==> src/rtl/mic_pkg.sv <==
// Purpose: Shared constants and types of the interrupt controller
// Assumes: AHB-Lite word registers, one core instruction cycle per clock
// Notes:   Byte address of a register is four times its index
package mic_pkg;
    // ==========================================================
    // Register indices and bus decode
    localparam logic [9:0] MIC_IDX_CTRL = 10'h00b;
    localparam logic [9:0] MIC_IDX_PFLAG = 10'h00c;
    localparam logic [9:0] MIC_IDX_PEN = 10'h08c;
    localparam logic [9:0] MIC_IDX_OPT = 10'h081;
    localparam logic [9:0] MIC_IDX_STAT = 10'h00f;
    localparam logic [2:0] MIC_HSIZE_WORD = 3'h2;
    localparam logic [1:0] MIC_HRESP_OKAY = 2'h0;
    localparam logic [31:0] MIC_RD_ZERO = 32'h0000_0000;
    // ==========================================================
    // Control register fields
    localparam int MIC_GLB_EN = 7;
    localparam int MIC_PEIE = 6;
    localparam int MIC_T0_EN = 5;
    localparam int MIC_EXT_EN = 4;
    localparam int MIC_PORT_EN = 3;
    localparam int MIC_T0_FLAG = 2;
    localparam int MIC_EXT_FLAG = 1;
    localparam int MIC_PORT_FLAG = 0;
    // ==========================================================
    // Peripheral flag and enable fields, option register edge bit
    localparam int MIC_EE = 7;
    localparam int MIC_AD = 6;
    localparam int MIC_CM = 3;
    localparam int MIC_T1 = 0;
    localparam logic [7:0] MIC_PMASK = 8'hc9;
    localparam int MIC_EDGE = 6;
    // Status register fields
    localparam int MIC_ST_REQ = 0;
    localparam int MIC_ST_BUSY = 1;
    localparam int MIC_ST_WAKE = 2;
    // ==========================================================
    // Reset values and constants
    localparam logic [7:0] MIC_CTRL_RST = 8'h00;
    localparam logic [7:0] MIC_PFLAG_RST = 8'h00;
    localparam logic [7:0] MIC_PEN_RST = 8'h00;
    localparam logic MIC_EDGE_RST = 1'b1;
    localparam logic [12:0] MIC_VECTOR = 13'h0004;
    localparam logic [7:0] MIC_TMR_MAX = 8'hff;
    localparam logic [7:0] MIC_TMR_MIN = 8'h00;
    localparam int MIC_GPIO_W = 6;
    // ==========================================================
    // Types
    typedef struct packed {
        logic valid;
        logic [9:0] idx;
    } mic_wr_t;
    typedef struct packed {
        logic timer0_ovf;
        logic ext_edge;
        logic port_change;
    } mic_cevt_t;
    typedef struct packed {
        logic ee_done;
        logic adc_done;
        logic cmp_change;
        logic timer1_ovf;
    } mic_pevt_t;
    typedef struct packed {
        logic push_ret;
        logic vector_load;
        logic wake;
    } mic_core_t;
    typedef enum logic [1:0] {
        MIC_IDLE = 2'b00,
        MIC_ARM = 2'b01,
        MIC_PUSH = 2'b11,
        MIC_VECT = 2'b10
    } mic_state_t;
endpackage

==> src/rtl/mic_ahb_port.sv <==
// Purpose: AHB-Lite address phase capture for the register file
// Assumes: Single word transfers, zero wait states
// Notes:   Misaligned or narrow writes are dropped, answer stays OKAY
`timescale 1ns/1ps
module mic_ahb_port (
    input wire logic hclk,
    input wire logic hresetn,
    input wire logic hsel,
    input wire logic [31:0] haddr,
    input wire logic [1:0] htrans,
    input wire logic hwrite,
    input wire logic [2:0] hsize,
    input wire logic hready,
    output logic rd_take,
    output logic [9:0] rd_idx,
    output mic_pkg::mic_wr_t wr
);
    import mic_pkg::*;
    mic_wr_t wr_reg;
    wire addr_ok;
    wire take;

    assign take = hsel && htrans[1] && hready;
    assign addr_ok = (haddr[1:0] == 2'h0) && (hsize == MIC_HSIZE_WORD);
    assign rd_take = take && !hwrite;
    assign rd_idx = haddr[11:2];
    assign wr = wr_reg;

    always_ff @(posedge hclk or negedge hresetn) begin
        if (!hresetn) begin
            wr_reg <= '0;
        end else begin
            wr_reg.valid <= take && hwrite && addr_ok;
            wr_reg.idx <= haddr[11:2];
        end
    end
endmodule

==> src/rtl/mic_event_detect.sv <==
// Purpose: Turns pin, port and timer levels into one-cycle events
// Assumes: Inputs synchronous to hclk
// Notes:   First cycle after reset only primes the history
`timescale 1ns/1ps
module mic_event_detect (
    input wire logic hclk,
    input wire logic hresetn,
    input wire logic ext_irq_pin,
    input wire logic ext_edge_select,
    input wire logic [5:0] gpio_in,
    input wire logic [7:0] timer0_counter,
    output mic_pkg::mic_cevt_t evt
);
    import mic_pkg::*;
    logic primed_reg;
    logic pin_reg;
    logic [7:0] tmr_reg;
    logic [MIC_GPIO_W-1:0] gpio_reg;
    logic [MIC_GPIO_W-1:0] bit_chg;
    wire rise;
    wire fall;

    assign rise = ext_irq_pin && !pin_reg;
    assign fall = !ext_irq_pin && pin_reg;
    // ==========================================================
    // Per-bit port change
    genvar g;
    generate
        for (g = 0; g < MIC_GPIO_W; g++) begin : g_chg
            assign bit_chg[g] = gpio_in[g] ^ gpio_reg[g];
        end
    endgenerate

    assign evt.ext_edge = primed_reg && (ext_edge_select ? rise : fall);
    assign evt.port_change = primed_reg && (|bit_chg);
    assign evt.timer0_ovf = primed_reg && (tmr_reg == MIC_TMR_MAX)
        && (timer0_counter == MIC_TMR_MIN);

    always_ff @(posedge hclk or negedge hresetn) begin
        if (!hresetn) begin
            primed_reg <= 1'b0;
            pin_reg <= 1'b0;
            tmr_reg <= MIC_TMR_MIN;
            gpio_reg <= '0;
        end else begin
            primed_reg <= 1'b1;
            pin_reg <= ext_irq_pin;
            tmr_reg <= timer0_counter;
            gpio_reg <= gpio_in;
        end
    end
endmodule

==> src/rtl/mic_top.sv <==
// Purpose: Interrupt controller of a small 8-bit core
// Assumes: One instruction cycle per hclk, core marks instruction starts
// Notes:   Zero wait state slave; flags are set-wins over bus writes
//
// Implementation choices: the register offsets and the AHB-Lite register port.
`timescale 1ns/1ps
module mic_top (
    input wire logic hclk,
    input wire logic hresetn,
    input wire logic hsel,
    input wire logic [31:0] haddr,
    input wire logic [1:0] htrans,
    input wire logic hwrite,
    input wire logic [2:0] hsize,
    input wire logic [2:0] hburst,
    input wire logic [3:0] hprot,
    input wire logic hmastlock,
    input wire logic hready,
    input wire logic [31:0] hwdata,
    output logic [31:0] hrdata,
    output logic hreadyout,
    output logic hresp,
    input wire logic ext_irq_pin,
    input wire logic [5:0] gpio_in,
    input wire logic [7:0] timer0_counter,
    input wire mic_pkg::mic_pevt_t periph_evt,
    input wire logic instr_boundary,
    input wire logic return_from_irq_instr,
    input wire logic sleep_mode,
    output mic_pkg::mic_core_t core_o,
    output logic [12:0] vector_addr
);
    import mic_pkg::*;

    // ==========================================================
    // Bus front end
    mic_wr_t wr;
    logic rd_take;
    logic [9:0] rd_idx;
    logic [31:0] hrdata_reg;
    logic [31:0] rd_mux;

    mic_ahb_port u_port (
        .hclk(hclk),
        .hresetn(hresetn),
        .hsel(hsel),
        .haddr(haddr),
        .htrans(htrans),
        .hwrite(hwrite),
        .hsize(hsize),
        .hready(hready),
        .rd_take(rd_take),
        .rd_idx(rd_idx),
        .wr(wr)
    );

    // Never stalls: every register access is one cycle
    assign hreadyout = 1'b1;
    assign hresp = MIC_HRESP_OKAY[0];
    assign hrdata = hrdata_reg;

    wire ctrl_wr = wr.valid && (wr.idx == MIC_IDX_CTRL);
    wire pflag_wr = wr.valid && (wr.idx == MIC_IDX_PFLAG);
    wire pen_wr = wr.valid && (wr.idx == MIC_IDX_PEN);
    wire opt_wr = wr.valid && (wr.idx == MIC_IDX_OPT);

    // ==========================================================
    // Registers
    logic glb_en_reg;
    logic peie_reg;
    logic [2:0] cen_reg;
    logic [2:0] cflag_reg;
    logic [7:0] pflag_reg;
    logic [7:0] pen_reg;
    logic edge_reg;
    logic [12:0] vec_reg;
    mic_state_t state_reg;
    mic_state_t state_next;
    logic glb_en_next;
    logic [2:0] cflag_next;
    logic [7:0] pflag_next;
    mic_cevt_t cevt;
    logic [7:0] pevt_bits;
    logic [7:0] ctrl_view;
    logic [7:0] stat_view;

    mic_event_detect u_detect (
        .hclk(hclk),
        .hresetn(hresetn),
        .ext_irq_pin(ext_irq_pin),
        .ext_edge_select(edge_reg),
        .gpio_in(gpio_in),
        .timer0_counter(timer0_counter),
        .evt(cevt)
    );

    // ==========================================================
    // Flag set logic: an event in the clearing cycle still lands
    assign pevt_bits = {periph_evt.ee_done, periph_evt.adc_done, 2'b00,
        periph_evt.cmp_change, 2'b00, periph_evt.timer1_ovf};
    assign cflag_next = (ctrl_wr ? hwdata[MIC_T0_FLAG:MIC_PORT_FLAG] : cflag_reg)
        | cevt;
    assign pflag_next = ((pflag_wr ? hwdata[7:0] : pflag_reg)
        | pevt_bits) & MIC_PMASK;

    // ==========================================================
    // Request qualification
    wire [2:0] cpend = cflag_reg & cen_reg;
    wire ppend = peie_reg && (|(pflag_reg & pen_reg));
    wire any_pend = (|cpend) || ppend;
    wire irq_req = glb_en_reg && any_pend;
    wire glb_en_drop = ctrl_wr && !hwdata[MIC_GLB_EN];
    wire take_ok = irq_req && !glb_en_drop;
    wire wake = sleep_mode && any_pend;

    // ==========================================================
    // Service sequencer
    always_comb begin
        state_next = state_reg;
        unique case (state_reg)
            MIC_IDLE: begin
                if (take_ok && instr_boundary) begin
                    state_next = MIC_PUSH;
                end else if (take_ok) begin
                    state_next = MIC_ARM;
                end
            end
            MIC_ARM: begin
                if (!take_ok) begin
                    state_next = MIC_IDLE;
                end else if (instr_boundary) begin
                    state_next = MIC_PUSH;
                end
            end
            MIC_PUSH: begin
                state_next = MIC_VECT;
            end
            MIC_VECT: begin
                state_next = MIC_IDLE;
            end
        endcase
    end

    always_comb begin
        glb_en_next = glb_en_reg;
        if (state_reg == MIC_PUSH) begin
            glb_en_next = 1'b0;
        end else if (return_from_irq_instr) begin
            glb_en_next = 1'b1;
        end else if (ctrl_wr) begin
            glb_en_next = hwdata[MIC_GLB_EN];
        end
    end

    assign core_o.push_ret = (state_reg == MIC_PUSH);
    assign core_o.vector_load = (state_reg == MIC_VECT);
    assign core_o.wake = wake;
    assign vector_addr = vec_reg;

    // ==========================================================
    // Read views
    assign ctrl_view = {glb_en_reg, peie_reg, cen_reg, cflag_reg};
    assign stat_view = {5'h00, wake, state_reg != MIC_IDLE, irq_req};

    always_comb begin
        rd_mux = MIC_RD_ZERO;
        unique case (rd_idx)
            MIC_IDX_CTRL: rd_mux[7:0] = ctrl_view;
            MIC_IDX_PFLAG: rd_mux[7:0] = pflag_reg;
            MIC_IDX_PEN: rd_mux[7:0] = pen_reg;
            MIC_IDX_OPT: rd_mux[MIC_EDGE] = edge_reg;
            MIC_IDX_STAT: rd_mux[7:0] = stat_view;
            default: rd_mux = MIC_RD_ZERO;
        endcase
    end

    // ==========================================================
    // State
    always_ff @(posedge hclk or negedge hresetn) begin
        if (!hresetn) begin
            glb_en_reg <= MIC_CTRL_RST[MIC_GLB_EN];
            peie_reg <= MIC_CTRL_RST[MIC_PEIE];
            cen_reg <= MIC_CTRL_RST[MIC_T0_EN:MIC_PORT_EN];
            cflag_reg <= MIC_CTRL_RST[MIC_T0_FLAG:MIC_PORT_FLAG];
            pflag_reg <= MIC_PFLAG_RST;
            pen_reg <= MIC_PEN_RST;
            edge_reg <= MIC_EDGE_RST;
            state_reg <= MIC_IDLE;
            vec_reg <= '0;
            hrdata_reg <= MIC_RD_ZERO;
        end else begin
            glb_en_reg <= glb_en_next;
            cflag_reg <= cflag_next;
            pflag_reg <= pflag_next;
            state_reg <= state_next;
            if (ctrl_wr) begin
                peie_reg <= hwdata[MIC_PEIE];
                cen_reg <= hwdata[MIC_T0_EN:MIC_PORT_EN];
            end
            if (pen_wr) begin
                pen_reg <= hwdata[7:0] & MIC_PMASK;
            end
            if (opt_wr) begin
                edge_reg <= hwdata[MIC_EDGE];
            end
            if (state_reg == MIC_PUSH) begin
                vec_reg <= MIC_VECTOR;
            end
            if (rd_take) begin
                hrdata_reg <= rd_mux;
            end
        end
    end
endmodule
==> config.mk <==
export PLATFORM = sky130hd
export DESIGN_NAME = mic_top
export DESIGN_NICKNAME = d
export VERILOG_FILES = /design/src/rtl/mic_pkg.sv /design/src/rtl/mic_ahb_port.sv /design/src/rtl/mic_event_detect.sv /design/src/rtl/mic_top.sv
export SDC_FILE = /design/constraint.sdc
export NUM_CORES = 1
export LEC_CHECK = 0
export BUFFER_PORTS_ARGS = -buffer_cell sky130_fd_sc_hd__buf_2
export CORE_UTILIZATION = 47
export CTS_CLUSTER_SIZE = 20
export DETAILED_ROUTE_END_ITERATION = 8
export HOLD_SLACK_MARGIN = 0.03
export MAX_ROUTING_LAYER = met4
export PLACE_DENSITY = 0.91
export SLEW_MARGIN = 15
export SYNTH_ARGS = -nofsm -noshare
export SYNTH_HDL_FRONTEND = slang
export SYNTH_SLANG_ARGS = --single-unit
==> constraint.sdc <==
create_clock -name hclk -period 2.81 [get_ports hclk]
set_clock_uncertainty 0.1 [all_clocks]
set_input_delay 0.4215 -clock hclk [delete_from_list [all_inputs] [get_ports hclk]]
set_output_delay 0.4215 -clock hclk [all_outputs]
set_load 0.1 [all_outputs]
==> impl_results.md <==
- Top post-synthesis cells by area: dfrtp_1 52%, buf_4 11%, mux2_2 4.8%, nand2_1 2.6%, mux2i_1 1.9%
- Routability cong.: 0.872
- Crit path max-delay cell type: buf_2
- Total CTS buffers: 5
- Sequential power share: 48.1%
- Critical path class: flop to output pin
- Area share of the largest cell type after synthesis: 52.5%
- Num rows: 26
- Via density: ~5.0
- Layout cells sized above 1: 32.2%
- M3 GR Usage: 6.11%
- H-tree levels: 2
- RR Startpoint: u_port.wr[9]
- Synth Area in Adders: 0%
- Clock power frac: 25.0%
- Syn-to-layout area delta: 13.6%
- Seq/Total Area, Yosys: 53.5%
- Top FF cell, synth: dfrtp_1
- Req. time, crit path: roughly 2300 ps
- R2R depth: 5
- Gr usage total: around a fifth
- Via count: 1809
- Register Area: 0.00138 sq mm
- Most frequent cells in the layout: 62 x buf_2, 54 x dfrtp_1, 39 x conb_1, 18 x nand2_1, 11 x mux2_2
- Wire length per cell: 13.7 um
- Hold Crit Depth: 1
- Initial Util: roughly 49%
- CTS tree: built
- Max Slew Vio Count: 0
- Core Footprint: 0.00520 sq mm
- DIE WIDTH: 76.0 um
- Vias in the first global route: 1760
- Nets@finish: 395
- Filler Cells Inserted: 450
- Total power: 1.81 mW
- Slew margin rel.: roughly 52%
- Post-synth EDFFs: 0
- Post-Synth Simple-Gate Area: 16.0%
- Mapped Cells: 223
- Xor and xnor area share after synthesis: 2.04%
- Mux cell area share after synthesis: 6.75%
- Clock latency on the worst-skew pair: 310 ps
- Hold path endpoint: u_detect.tmr_reg[1]
- P per Cell Area: around 620 mW/mm^2
- R2R setup slack: 880 ps
- Footprint of the multi-input gates: 997 sq um
- Unrepaired setup endpoints after global routing: false
- Yosys reg bits: 55
- P_sw: 0.702 mW
- Combinational family with the most area after synthesis: simple AND/OR/NAND/NOR gates
- Antenna-violating nets left: 0
- Logic pwr share: 26.9%
- CP peak stage delay: 410 ps
- Core Util, Final: 56.3%
- Crit-path cells: a22oi_1 -> a21oi_1 -> nand2b_1 -> and2_1 -> buf_2
- Commonest non-fill, non-tap cell in the layout: buf_2
- FF-to-FF End: state_reg[1]
- Largest register FFs: 11
- Peak VDD IR: between 300 and 400 uV
- Mean Syn Cell Area: 11.6 sq um
- Fraction of registers with async set/reset: 100%
- Worst-margin pin slew: 723 ps
- Outcome: finished, final reports clean
- Internal power: 1.11 mW
- Max FO, Critical Path: 3
- Max capacitance violation total: 0
- Largest net degree at the start of global routing: 27
- Switching part of the total power: 38.7%
- Setup Viol. Count Final: 0
- Hold Path Origin: timer0_counter[1]
- Final setup TNS: 0 ps
- Initial antenna violation count: 0
- First-pass GRT wire length: roughly 8 mm
- Startpoint class of the critical path: flop
- Met2 Use GR: a little under a third
- Final WL: 4.96 mm
- Post-DP Area: 0.00282 sq mm
- Ports: 154
- Die Y: about 76 um
- Synth Cell Area: around 0.0026 sq mm
- Grt ovf: 0
- Ant. Diodes: 0
- Count of buffers from port buffering: 62
- Final hold violation count: 0
- Die area: 0.00578 sq mm
- Pre-antenna DRT Iters: 4
- Tmin final: 2340 ps
- Clk slew on worst S/H paths: 100 ps
- Period utilisation layout: 83.2%
- GRT busiest layer: met2
- Final Instance Area: 0.00293 sq mm
- Netlist cell types: 50
- DP HPWL: 3.89 mm
- DRC: 0
- F_max: 0.428 GHz
- Compound-cell area share of the yosys netlist: 8.21%
- Clk Tree Root Cell: clkbuf_8
- CTS sink count: 55
- Worst Hold Class: input pin to flop
- Max Root-Sink Buffers: 2
- Met1 global-route usage: about a fifth
- CP endpoint kind: output pin
- Synth Warn #: 0
- Dominant cell type by area after synthesis: dfrtp_1
- LEAKAGE: 1.39 nW
- Initial DRC count: 75
- CP arrival: between 1500 and 2000 ps
- Hold slack: approximately 110 ps
## worst max-delay path by stage
stage	from	end	slack, ps	depth (start not counted)
2_1_floorplan	state_reg[0]	core_o[1]	580	1
3_3_place_gp	pflag_reg[3]	core_o[0]	870	5
3_5_place_dp	pflag_reg[3]	core_o[0]	820	5
4_1_cts	pflag_reg[3]	core_o[0]	460	5
5_1_grt	pflag_reg[3]	core_o[0]	350	5
6_report	pflag_reg[3]	core_o[0]	470	5
## cells by family after synthesis
family | after synthesis
xor gates and xnor gates | 6
AOI/OAI and AO/OA | 28
other | 2
DFF | 55
and+or+nand+nor | 67
muxes | 16
buffers and inverters | 49
## critical path, delay by kind of cell, from the launching register on
kind	cells	cell delay (ps)
buffers and inverters	1	410
AOI/OAI and AO/OA	2	380
and+or+nand+nor	2	300
DFF	1	400
## stage by stage
| step | setup slack [ps] | std cells |
|---|---|---|
| finish | 472 | 362 |
| detailed placement | 825 | 353 |
| global placement | 866 | 353 |
| CTS | 464 | 362 |
| global route | 346 | 362 |
| floorplan | 582 | 260 |
## layer usage
metal	vias up	wire, um
li1	846	-
met1	873	2030
met2	88	2570
met3	2	335
met4	0	24
met5	-	0
## final cells by class
type | count | share of cell area, %
clock buffer | 5 | 2.35
clock inverter | 3 | 0.940
inverter | 7 | 0.897
multi-input combinational | 156 | 34.1
sequential | 55 | 47.1
tap | 70 | 2.99
timing repair buffer | 66 | 11.7
## cell usage after synthesis (all sizes together) (3+ instances only)
library cell / n
buf: 42
nor2b: 3
xnor2: 4
mux2i: 5
o21ai: 6
mux2: 11
nand2: 18
inv: 7
dfrtp: 54
nor3: 5
nand4: 4
nor4: 4
and2: 3
a211o: 4
nor2: 9
a22oi: 6
nor3b: 3
## power by group through the flow
stage | clock (mW) | combinational (mW) | sequential [mW]
floorplan | 0 | 0.441 | 0.879
global placement | 0 | 0.481 | 0.883
detailed placement | 0 | 0.487 | 0.888
CTS | 0.463 | 0.489 | 0.872
global route | 0.499 | 0.512 | 0.880
finish | 0.453 | 0.487 | 0.872
## what timing repair did
item,in CTS,in global routing
hold buffers,1,0
gates resized for setup,0,0
buffers inserted,0,0
endpoints found under the hold margin,4,0
Note: power is estimated with default switching activity, not from simulation.
